==> config.mk <==
export PLATFORM = sky130hd
export DESIGN_NAME = sarsc_top
export DESIGN_NICKNAME = d
export VERILOG_FILES = /design/src/sarsc_pkg.sv /design/src/sarsc_top.sv
export SDC_FILE = /design/constraint.sdc
export NUM_CORES = 1
export LEC_CHECK = 0
export ABC_CLOCK_PERIOD_IN_PS = 3600
export BUFFER_PORTS_ARGS = -buffer_cell sky130_fd_sc_hd__buf_2
export CORE_MARGIN = 1
export CORE_UTILIZATION = 30
export DETAILED_ROUTE_END_ITERATION = 7
export PLACE_DENSITY_LB_ADDON = 0.12
export SYNTH_ARGS = -nofsm -noshare
export SYNTH_HDL_FRONTEND = slang
export SYNTH_SLANG_ARGS = --single-unit
==> constraint.sdc <==
create_clock -name sys_clk -period 3.6 [get_ports sys_clk]
set_clock_uncertainty 0.05 [all_clocks]
set_input_delay 0.18 -clock sys_clk [delete_from_list [all_inputs] [get_ports sys_clk]]
set_output_delay 0.18 -clock sys_clk [all_outputs]
set_load 0.02 [all_outputs]
==> src/sarsc_pkg.sv <==
// Package: constants and types for the SAR sequencer control block
package sarsc_pkg;
	// ****************************************
	// Timing
	// ****************************************
	localparam int SYS_HZ = 10_000_000;
	localparam int SAR_MAX_HZ = 18_000_000;
	localparam int CONV_CLKS = 18;
	// Converter clock divider from sys_clk, rounded up to stay under max
	localparam int CLK_DIV = (SYS_HZ + SAR_MAX_HZ - 1) / SAR_MAX_HZ;
	localparam int CONV_CYC = CONV_CLKS * CLK_DIV;
	localparam int NCH = 8;
	localparam int RES_W = 12;
	localparam int NEV = 3;

	// ****************************************
	// Register byte offsets
	// ****************************************
	localparam logic [7:0] OFF_CTRL = 8'h00;
	localparam logic [7:0] OFF_CMD = 8'h04;
	localparam logic [7:0] OFF_CHEN = 8'h08;
	localparam logic [7:0] OFF_LIMIT = 8'h0c;
	localparam logic [7:0] OFF_STAT = 8'h10;
	localparam logic [7:0] OFF_MASK = 8'h14;
	localparam logic [7:0] OFF_STATE = 8'h18;
	localparam logic [2:0] BLK_CFG = 3'h1;
	localparam logic [2:0] BLK_RES = 3'h2;

	// ****************************************
	// Field positions
	// ****************************************
	localparam int CTRL_EN = 0;
	localparam int CTRL_SW = 1;
	localparam int CTRL_REF = 2;
	localparam int CTRL_CONT = 4;
	localparam int CMD_GO = 0;
	localparam int CMD_CH = 4;
	localparam int LIM_HI = 16;
	localparam int CFG_SAMP = 8;
	localparam int RES_OOR = 16;
	localparam int ST_RANGE = 0;
	localparam int ST_EOC = 1;
	localparam int ST_SCAN = 2;
	localparam int STA_CH = 4;
	localparam int STA_LP = 8;
	localparam logic [3:0] SEL_TEMP = 4'h8;

	// ****************************************
	// Reset values
	// ****************************************
	localparam logic [7:0] CHEN_RST = 8'h01;
	localparam logic [11:0] LIM_LO_RST = 12'h000;
	localparam logic [11:0] LIM_HI_RST = 12'hfff;
	localparam logic [7:0] SAMP_RST = 8'h04;

	// ****************************************
	// Types
	// ****************************************
	typedef enum logic [1:0] {
		S_IDLE = 2'b00,
		S_SAMP = 2'b01,
		S_CONV = 2'b11
	} sarsc_state_e;
	typedef struct packed {
		logic [3:0] sel;
		logic [7:0] samp;
	} sarsc_cfg_s;
	typedef struct packed {
		logic en;
		logic sample;
		logic convert;
		logic [3:0] sel;
		logic [1:0] refsel;
	} sarsc_ana_s;
	typedef struct packed {
		logic oor;
		logic [11:0] val;
	} sarsc_res_s;
endpackage

==> src/sarsc_top.sv <==
// SAR converter sequencer control with Avalon-MM register slave
// Functional notes
// Converter clock at most 18 MHz; result taken after 18 converter clocks.
// Every completed conversion yields a 12-bit result word.
// Eight channel slots, each picks one input and is enabled separately.
// Scan steps through enabled channels itself with no idle cycles between.
// Config bit selects automatic advance or software-driven channel switching.
// Each channel keeps its own result buffer.
// Per-channel sample window length held before each conversion starts.
// Programmable low and high limits compared with every result.
// Out-of-range interrupt raised on a single bad result, mid-scan.
// Reference select picks supply, half supply, bandgap or external pin.
// Temperature sensor selectable as a conversion input.
// Converter and sequencer kept idle in deep low-power modes.
// Below low or above high is out of range; flag latched until cleared.
`timescale 1ns/10ps
module sarsc_top
	import sarsc_pkg::*;
(
	// Clock, reset, enable
	input wire logic sys_clk,
	input wire logic reset,
	input wire logic clk_en,
	// Avalon-MM slave
	input wire logic [7:0] avs_address,
	input wire logic avs_read,
	input wire logic avs_write,
	input wire logic [31:0] avs_writedata,
	input wire logic [3:0] avs_byteenable,
	output logic [31:0] avs_readdata,
	output logic avs_waitrequest,
	// Analog converter side
	input wire logic [11:0] sar_result,
	input wire logic lp_mode,
	output sarsc_ana_s ana,
	// Interrupt
	output logic irq
);
	// ****************************************
	// State
	// ****************************************
	logic wait_r;
	logic [31:0] rdata_r;
	logic en_r, sw_r, cont_r;
	logic [1:0] ref_r;
	logic [7:0] chen_r;
	logic [11:0] lo_r, hi_r;
	logic [NEV-1:0] stat_r, mask_r, stat_nxt;
	sarsc_cfg_s cfg_r [NCH];
	sarsc_res_s res_r [NCH];
	sarsc_state_e st_r, st_nxt;
	logic [2:0] cur_r, cur_nxt;
	logic [7:0] cnt_r, cnt_nxt;
	sarsc_ana_s ana_r, ana_nxt;
	logic irq_r;

	// ****************************************
	// Bus decode
	// ****************************************
	// Byte-lane mask; lanes not enabled keep their old bits
	wire [31:0] bmask = {{8{avs_byteenable[3]}}, {8{avs_byteenable[2]}},
		{8{avs_byteenable[1]}}, {8{avs_byteenable[0]}}};
	wire [31:0] wd = avs_writedata & bmask;
	wire req = avs_read | avs_write;
	wire wr_go = clk_en & avs_write & ~wait_r;
	wire hit_ctrl = avs_address == OFF_CTRL;
	wire hit_cmd = avs_address == OFF_CMD;
	wire hit_chen = avs_address == OFF_CHEN;
	wire hit_lim = avs_address == OFF_LIMIT;
	wire hit_stat = avs_address == OFF_STAT;
	wire hit_mask = avs_address == OFF_MASK;
	wire hit_state = avs_address == OFF_STATE;
	wire hit_cfg = avs_address[7:5] == BLK_CFG;
	wire hit_res = avs_address[7:5] == BLK_RES;
	wire [2:0] widx = avs_address[4:2];
	wire [NEV-1:0] w1c = (wr_go & hit_stat) ? wd[NEV-1:0] : '0;

	// Write images: old value with the enabled byte lanes replaced, as plain wires so they follow the bus
	wire [31:0] ctrl_m = ({27'h0, cont_r, ref_r, sw_r, en_r} & ~bmask) | wd;
	wire [31:0] chen_m = ({24'h0, chen_r} & ~bmask) | wd;
	wire [31:0] lim_m = ({4'h0, hi_r, 4'h0, lo_r} & ~bmask) | wd;
	wire [31:0] mask_m = ({29'h0, mask_r} & ~bmask) | wd;

	// Lowest enabled channel at or above a start index; bit 3 set if none
	function automatic logic [3:0] next_from(input logic [7:0] en,
		input logic [3:0] from);
		logic [3:0] r;
		r = 4'h8;
		for (int i = NCH - 1; i >= 0; i--) begin
			if (en[i] && 4'(i) >= from) begin
				r = {1'b0, 3'(i)};
			end
		end
		return r;
	endfunction

	// ****************************************
	// Read mux
	// ****************************************
	logic [31:0] rd_mux;
	always_comb begin
		rd_mux = 32'h0000_0000;
		if (hit_ctrl) begin
			rd_mux[CTRL_EN] = en_r;
			rd_mux[CTRL_SW] = sw_r;
			rd_mux[CTRL_REF+:2] = ref_r;
			rd_mux[CTRL_CONT] = cont_r;
		end else if (hit_chen) begin
			rd_mux[7:0] = chen_r;
		end else if (hit_lim) begin
			rd_mux[11:0] = lo_r;
			rd_mux[LIM_HI+:12] = hi_r;
		end else if (hit_stat) begin
			rd_mux[NEV-1:0] = stat_r;
		end else if (hit_mask) begin
			rd_mux[NEV-1:0] = mask_r;
		end else if (hit_state) begin
			rd_mux[1:0] = st_r;
			rd_mux[STA_CH+:3] = cur_r;
			rd_mux[STA_LP] = lp_mode;
		end else if (hit_cfg) begin
			rd_mux[3:0] = cfg_r[widx].sel;
			rd_mux[CFG_SAMP+:8] = cfg_r[widx].samp;
		end else if (hit_res) begin
			rd_mux[11:0] = res_r[widx].val;
			rd_mux[RES_OOR] = res_r[widx].oor;
		end
	end

	// Wait state: low for one cycle after a request is seen, data set up
	// beforehand so it is stable at the completing edge
	always_ff @(posedge sys_clk) begin
		if (reset) begin
			wait_r <= 1'b1;
			rdata_r <= 32'h0000_0000;
		end else if (clk_en) begin
			wait_r <= ~(req & wait_r);
			if (avs_read & wait_r) begin
				rdata_r <= rd_mux;
			end
		end
	end

	// ****************************************
	// Control registers
	// ****************************************
	// One write path per register; unmapped writes are dropped
	always_ff @(posedge sys_clk) begin
		if (reset) begin
			en_r <= 1'b0;
			sw_r <= 1'b0;
			cont_r <= 1'b0;
			ref_r <= 2'h0;
			chen_r <= CHEN_RST;
			lo_r <= LIM_LO_RST;
			hi_r <= LIM_HI_RST;
			mask_r <= '0;
		end else if (wr_go) begin
			if (hit_ctrl) begin
				en_r <= ctrl_m[CTRL_EN];
				sw_r <= ctrl_m[CTRL_SW];
				ref_r <= ctrl_m[CTRL_REF+:2];
				cont_r <= ctrl_m[CTRL_CONT];
			end else if (hit_chen) begin
				chen_r <= chen_m[7:0];
			end else if (hit_lim) begin
				lo_r <= lim_m[11:0];
				hi_r <= lim_m[LIM_HI+:12];
			end else if (hit_mask) begin
				mask_r <= mask_m[NEV-1:0];
			end
		end
	end

	// ****************************************
	// Per-channel config and result buffers
	// ****************************************
	wire conv_done = st_r == S_CONV && cnt_r == 8'h00;
	// Out of range is strictly below low or strictly above high
	wire oor = sar_result < lo_r || sar_result > hi_r;
	genvar gi;
	generate
		for (gi = 0; gi < NCH; gi++) begin : g_ch
			wire [31:0] cfg_m = ({16'h0, cfg_r[gi].samp, 4'h0, cfg_r[gi].sel} & ~bmask) | wd;
			always_ff @(posedge sys_clk) begin
				if (reset) begin
					cfg_r[gi] <= '{sel: 4'(gi), samp: SAMP_RST};
					res_r[gi] <= '0;
				end else if (clk_en) begin
					if (wr_go && hit_cfg && widx == 3'(gi)) begin
						// Selector 8 routes the temperature sensor
						cfg_r[gi].sel <= cfg_m[3:0];
						cfg_r[gi].samp <= cfg_m[CFG_SAMP+:8];
					end
					if (conv_done && cur_r == 3'(gi)) begin
						res_r[gi] <= '{oor: oor, val: sar_result};
					end
				end
			end
		end
	endgenerate

	// ****************************************
	// Sequencer
	// ****************************************
	// Deep low-power modes remove the fast clock, so hold everything idle
	wire running = en_r & ~lp_mode;
	wire go = wr_go & hit_cmd & wd[CMD_GO] & running;
	wire [3:0] first = next_from(chen_r, 4'h0);
	wire [3:0] later = next_from(chen_r, {1'b0, cur_r} + 4'h1);
	wire [2:0] sw_ch = wd[CMD_CH+:3];

	// Sample count for a channel; zero still gives one cycle
	function automatic logic [7:0] samp_of(input logic [2:0] ch);
		logic [7:0] s;
		s = cfg_r[ch].samp;
		return (s == 8'h00) ? 8'h00 : s - 8'h01;
	endfunction

	// Next channel loads in the last conversion cycle: no gap between slots
	always_comb begin
		st_nxt = st_r;
		cur_nxt = cur_r;
		cnt_nxt = cnt_r;
		case (st_r)
			S_IDLE: begin
				if (go && sw_r) begin
					st_nxt = S_SAMP;
					cur_nxt = sw_ch;
					cnt_nxt = samp_of(sw_ch);
				end else if ((go || cont_r) && !sw_r && !first[3]) begin
					st_nxt = S_SAMP;
					cur_nxt = first[2:0];
					cnt_nxt = samp_of(first[2:0]);
				end
			end
			S_SAMP: begin
				if (cnt_r == 8'h00) begin
					st_nxt = S_CONV;
					cnt_nxt = 8'(CONV_CYC - 1);
				end else begin
					cnt_nxt = cnt_r - 8'h01;
				end
			end
			S_CONV: begin
				if (cnt_r != 8'h00) begin
					cnt_nxt = cnt_r - 8'h01;
				end else if (!sw_r && !later[3]) begin
					st_nxt = S_SAMP;
					cur_nxt = later[2:0];
					cnt_nxt = samp_of(later[2:0]);
				end else if (!sw_r && cont_r && !first[3]) begin
					st_nxt = S_SAMP;
					cur_nxt = first[2:0];
					cnt_nxt = samp_of(first[2:0]);
				end else begin
					st_nxt = S_IDLE;
				end
			end
			default: st_nxt = S_IDLE;
		endcase
		if (!running) begin
			st_nxt = S_IDLE;
		end
	end

	// ****************************************
	// Events and interrupt
	// ****************************************
	wire [NEV-1:0] ev = {conv_done & ~sw_r & later[3], conv_done,
		conv_done & oor};
	// Set wins over a write-one-to-clear in the same cycle
	assign stat_nxt = (stat_r & ~w1c) | ev;

	// Analog control word, registered so every pin comes from a flop
	always_comb begin
		ana_nxt.en = running;
		ana_nxt.sample = st_nxt == S_SAMP;
		ana_nxt.convert = st_nxt == S_CONV;
		ana_nxt.sel = cfg_r[cur_nxt].sel;
		ana_nxt.refsel = ref_r;
	end

	always_ff @(posedge sys_clk) begin
		if (reset) begin
			st_r <= S_IDLE;
			cur_r <= 3'h0;
			cnt_r <= 8'h00;
			stat_r <= '0;
			ana_r <= '0;
			irq_r <= 1'b0;
		end else if (clk_en) begin
			st_r <= st_nxt;
			cur_r <= cur_nxt;
			cnt_r <= cnt_nxt;
			stat_r <= stat_nxt;
			ana_r <= ana_nxt;
			irq_r <= |(stat_nxt & mask_r);
		end
	end

	assign avs_waitrequest = wait_r;
	assign avs_readdata = rdata_r;
	assign ana = ana_r;
	assign irq = irq_r;

	// ****************************************
	// Assertions
	// ****************************************
	logic [7:0] conv_len;
	always_ff @(posedge sys_clk) begin
		if (reset || !ana_r.convert) begin
			conv_len <= 8'h00;
		end else if (conv_len != 8'hff) begin
			conv_len <= conv_len + 8'h01;
		end
	end
	wire tick_done = clk_en & conv_done;

	a_conv_min_len: assert property (@(posedge sys_clk) disable iff (reset)
		$fell(ana_r.convert) && !$past(lp_mode) && $past(en_r) |->
		$past(conv_len) >= 8'(CONV_CYC - 1))
		else $error("conversion shorter than minimum");
	a_eoc_flag: assert property (@(posedge sys_clk) disable iff (reset)
		tick_done |=> stat_r[ST_EOC])
		else $error("conversion end not flagged");
	a_sel_matches: assert property (@(posedge sys_clk) disable iff (reset)
		ana_r.sample |-> ana_r.sel == cfg_r[cur_r].sel)
		else $error("input select differs from slot config");
	a_no_idle_gap: assert property (@(posedge sys_clk) disable iff (reset)
		tick_done && running && !sw_r && !later[3] |=> st_r == S_SAMP ##0 ana_r.sample)
		else $error("idle gap between channels");
	a_sw_single: assert property (@(posedge sys_clk) disable iff (reset)
		tick_done && sw_r |=> st_r == S_IDLE)
		else $error("software mode advanced on its own");
	a_result_kept: assert property (@(posedge sys_clk) disable iff (reset)
		tick_done |=> res_r[$past(cur_r)].val == $past(sar_result))
		else $error("result not stored in channel buffer");
	a_sample_hold: assert property (@(posedge sys_clk) disable iff (reset)
		clk_en && running && st_r == S_SAMP && cnt_r != 8'h00 |=> st_r == S_SAMP)
		else $error("sample window cut short");
	a_range_irq: assert property (@(posedge sys_clk) disable iff (reset)
		tick_done && oor && mask_r[ST_RANGE] |=> irq && stat_r[ST_RANGE])
		else $error("out-of-range not raised");
	a_ref_follow: assert property (@(posedge sys_clk) disable iff (reset)
		clk_en |=> ana_r.refsel == $past(ref_r))
		else $error("reference select not applied");
	a_lp_idle: assert property (@(posedge sys_clk) disable iff (reset)
		clk_en && lp_mode |=> !ana_r.en && st_r == S_IDLE)
		else $error("converter active in low-power mode");
	a_flag_sticky: assert property (@(posedge sys_clk) disable iff (reset)
		stat_r[ST_RANGE] && !w1c[ST_RANGE] |=> stat_r[ST_RANGE])
		else $error("range flag lost without clear");

	c_scan_done: cover property (@(posedge sys_clk) disable iff (reset)
		tick_done && ev[ST_SCAN]);
	c_range_hit: cover property (@(posedge sys_clk) disable iff (reset)
		tick_done && oor);
	c_sw_conv: cover property (@(posedge sys_clk) disable iff (reset)
		tick_done && sw_r);
endmodule

==> results.txt <==
Status: finished clean
Yosys Warn Count: 0
Worst r2r path cells: 13
Peak supply drop: 0.000293 V
EDFF count, synth: 200
Die area: 0.0613 mm²
Initial antenna violation count: 0
Initial Utilization: 30.5%
Data required time of the worst path: 3970 ps
Number of buffers added on ports: 96
Yosys top cell area share: 33.2%
Cell mode on critical path: ha_1
Critical Path Fanout Max: 13
Wire per inst: 25.8 µm
Tot Pwr: 8.41 mW
Gate Count Post-Synth: 1,777
ANT cells: 0
Synth cell types: 97
Crit start category: flip-flop
Worst Path Arrival: 3850 ps
IO Pins: 105
Slew Viols, Final: 0
Final hold violations: 0
Pleak: 8.56 nW
Largest area contributor in the netlist: edfxtp_1
Yosys reg bits: 295
Htree depth: 2
Area Growth Syn to Fin: 20.7%
Slew margin rel.: 31.3%
Number of global-route vias before repair: 15,300
Slowest cell on crit path: or3b_4
Final Core Density: 36.8%
# Max-Cap Violations: 0
Clock transition at path regs: 60 ps
Rows: 89
Core area: 0.0592 mm²
CP top delay family: simple AND/OR/NAND/NOR gates
Via count: 15,500
Tightest Pin Transition: 1000 ps
1st-iter DRT viols: 1,268
RSZ-0062 raised after global routing: true
P per Cell Area: 385 mW/mm²
CP Capture Type: flip-flop
F_max: 0.287 GHz
DRT Wirelength: 71,500 µm
CTS buffer count: 36
First-pass GRT wire length: 105,000 µm
Logic depth of the worst path, buffers included: 13
Asr flop ratio synth: 0%
ANT nets after route: 0
Post-route cell area: 0.0218 mm²
DRC Markers: 0
Critical-path cell list: ha_1 -> ha_1 -> nand2b_4 -> and2_1 -> o221a_2 -> buf_4 -> o21ai_0 -> a31oi_1 -> a32oi_2 -> or3b_4 -> or4_1 -> nand3_1 -> a211oi_2
Vias per cell: 5.57
Setup TNS: 0 ps
Clk buf depth: 3
GRT overflow: 0
WP buf/inv: 1
CTS tree: yes
Min Tclk post-route: 3480 ps
CTS Sinks: 295
Hold Crit Depth: 4
Most used DFF post-synth: edfxtp_1
Placed instance area: 0.0202 mm²
Die Y: 248 µm
Hold Slack: 26.3 ps
Gr usage total: 23.4%
DPL Wire Length: 51,500 µm
Hold Crit Class: in2reg
Clk Latency, worst-skew pair: 570 ps
Synth area leaders: edfxtp_1 (33%), dfxtp_1 (11%), mux4_2 (8.0%)
Cell Area, Synth: 0.0181 mm²
Nets: 2,077
RePlAce Congestion: 0.914
CTS Root Cell: clkbuf_16
Setup Viol. Count Final: 0
Layout cells sized above 1: 21.9%
Largest stage delay on the critical path: 430 ps
Largest net degree at the start of global routing: 69
Die width: 248 µm
Synth Area per Inst: 10.2 µm²
Seq/Total Area, Yosys: 43.7%
1st-pass router iterations: 7
Period utilization: 96.7%
WS Path Type: reg2reg
==> synth_stat cells, drive strengths merged, types with 19 or more instances <==
cell	instances
inv	57
and2	39
mux4	64
edfxtp	200
clkbuf	76
nand2	139
dfxtp	95
mux2i	72
and3	97
a31oi	19
nand2b	98
buf	46
a211oi	31
nor3	24
a22oi	24
a21o	19
ha	39
nand3	61
nor2	128
o211ai	20
o221ai	19
a21oi	137
o21ai	60
==> cells in the final DEF, fill, tap and decap left out, types with 7 or more instances in the layout <==
cell / netlist / routed
nand2_1: 137 / 137
o22ai_1: 15 / 15
a22oi_1: 24 / 24
nand3b_1: 13 / 13
inv_1: 55 / 55
buf_2: 18 / 94
o21bai_1: 8 / 8
buf_4: 12 / 147
a31o_2: 9 / 9
and3_1: 97 / 97
o221ai_1: 18 / 18
mux2_2: 8 / 8
xor2_1: 8 / 8
o2111ai_1: 7 / 7
clkbuf_16: 0 / 37
nand4_1: 16 / 16
a211o_1: 11 / 11
nand3_1: 59 / 58
a21o_1: 19 / 19
dlygate4sd3_1: 0 / 34
a221oi_1: 7 / 7
nor3_1: 22 / 20
nand2b_1: 97 / 97
edfxtp_1: 200 / 200
clkbuf_1: 76 / 7
and2_1: 39 / 36
clkbuf_8: 0 / 9
a211oi_1: 27 / 25
nor2b_1: 10 / 10
a21oi_1: 133 / 132
xnor2_1: 8 / 8
a31oi_1: 19 / 19
nor4_1: 8 / 8
o211ai_1: 18 / 18
o21ai_0: 55 / 55
ha_1: 39 / 38
dfxtp_1: 95 / 94
mux2i_1: 72 / 72
nor2_1: 124 / 123
mux4_2: 64 / 64
==> logic make-up after synthesis <==
family                     after synthesis  synth area share, %
and+or+nand+nor                        669                 19.8
AOI/OAI and AO/OA                      434                 16.2
DFF                                    295                 43.7
buffers and inverters                  179                 4.27
muxes                                  144                 12.5
adders and majority gates               39                 2.70
xor gates and xnor gates                16                0.775
other                                    1               0.0207
==> power by group <==
group,switching (mW),total (mW),internal (mW)
clock network,1.53,3.68,2.15
logic,0.589,0.944,0.355
registers,0.0727,3.78,3.71
==> metal layers <==
layer  vias to the layer above  GRT usage, %  part of all wire (%)
met4                         0          7.43                   3.0
li1                       7121             -                     -
met3                        93          2.66                   4.9
met5                         -             0                     0
met1                      7700          30.8                    43
met2                       541          39.9                    49
==> cell type report <==
| type | count | area [µm²] |
|---|---|---|
| Sequential cell | 295 | 7910 |
| Inverter | 57 | 216 |
| Multi-Input combinational cell | 1306 | 9530 |
| Timing Repair Buffer | 280 | 2010 |
| Fill cell | 6007 | 37400 |
| Clock buffer | 53 | 1080 |
| Clock inverter | 11 | 115 |
| Tap cell | 773 | 967 |
==> worst register-to-register path, stage by stage, from the launching register on <==
cell	delay, ps
dfxtp_1	330
ha_1	220
ha_1	310
nand2b_4	160
and2_1	190
o221a_2	270
buf_4	190
o21ai_0	250
a31oi_1	140
a32oi_2	230
or3b_4	430
or4_1	400
nand3_1	90
a211oi_2	70
==> what timing repair did <==
action	4_1_cts	5_1_grt
pin swaps	0	4
hold buffers	34	0
buffers inserted	0	3
setup endpoints to repair	7	12
hold endpoints to repair	36	0
gates cloned	0	0
resized for setup	1	24
==> final timing paths <==
kind / from / end / slack [ps]
worst max-delay path: cur_r[0] / cnt_r[7] / 120
worst min-delay path: avs_writedata[0] / flip-flop / 30
worst max register to register: cur_r[0] / cnt_r[7] / 120
worst min register to register: avs_readdata[1] / avs_readdata[1] / 410
==> per-stage QoR <==
step | setup slack, ps | std cells
floorplan | 79.2 | 1780
global placement | -49.0 | 2674
detailed placement | -74.3 | 2674
CTS | 26.2 | 2772
global route | -35.1 | 2775
finish | 118 | 2775
(Power assumes the default switching activity.)
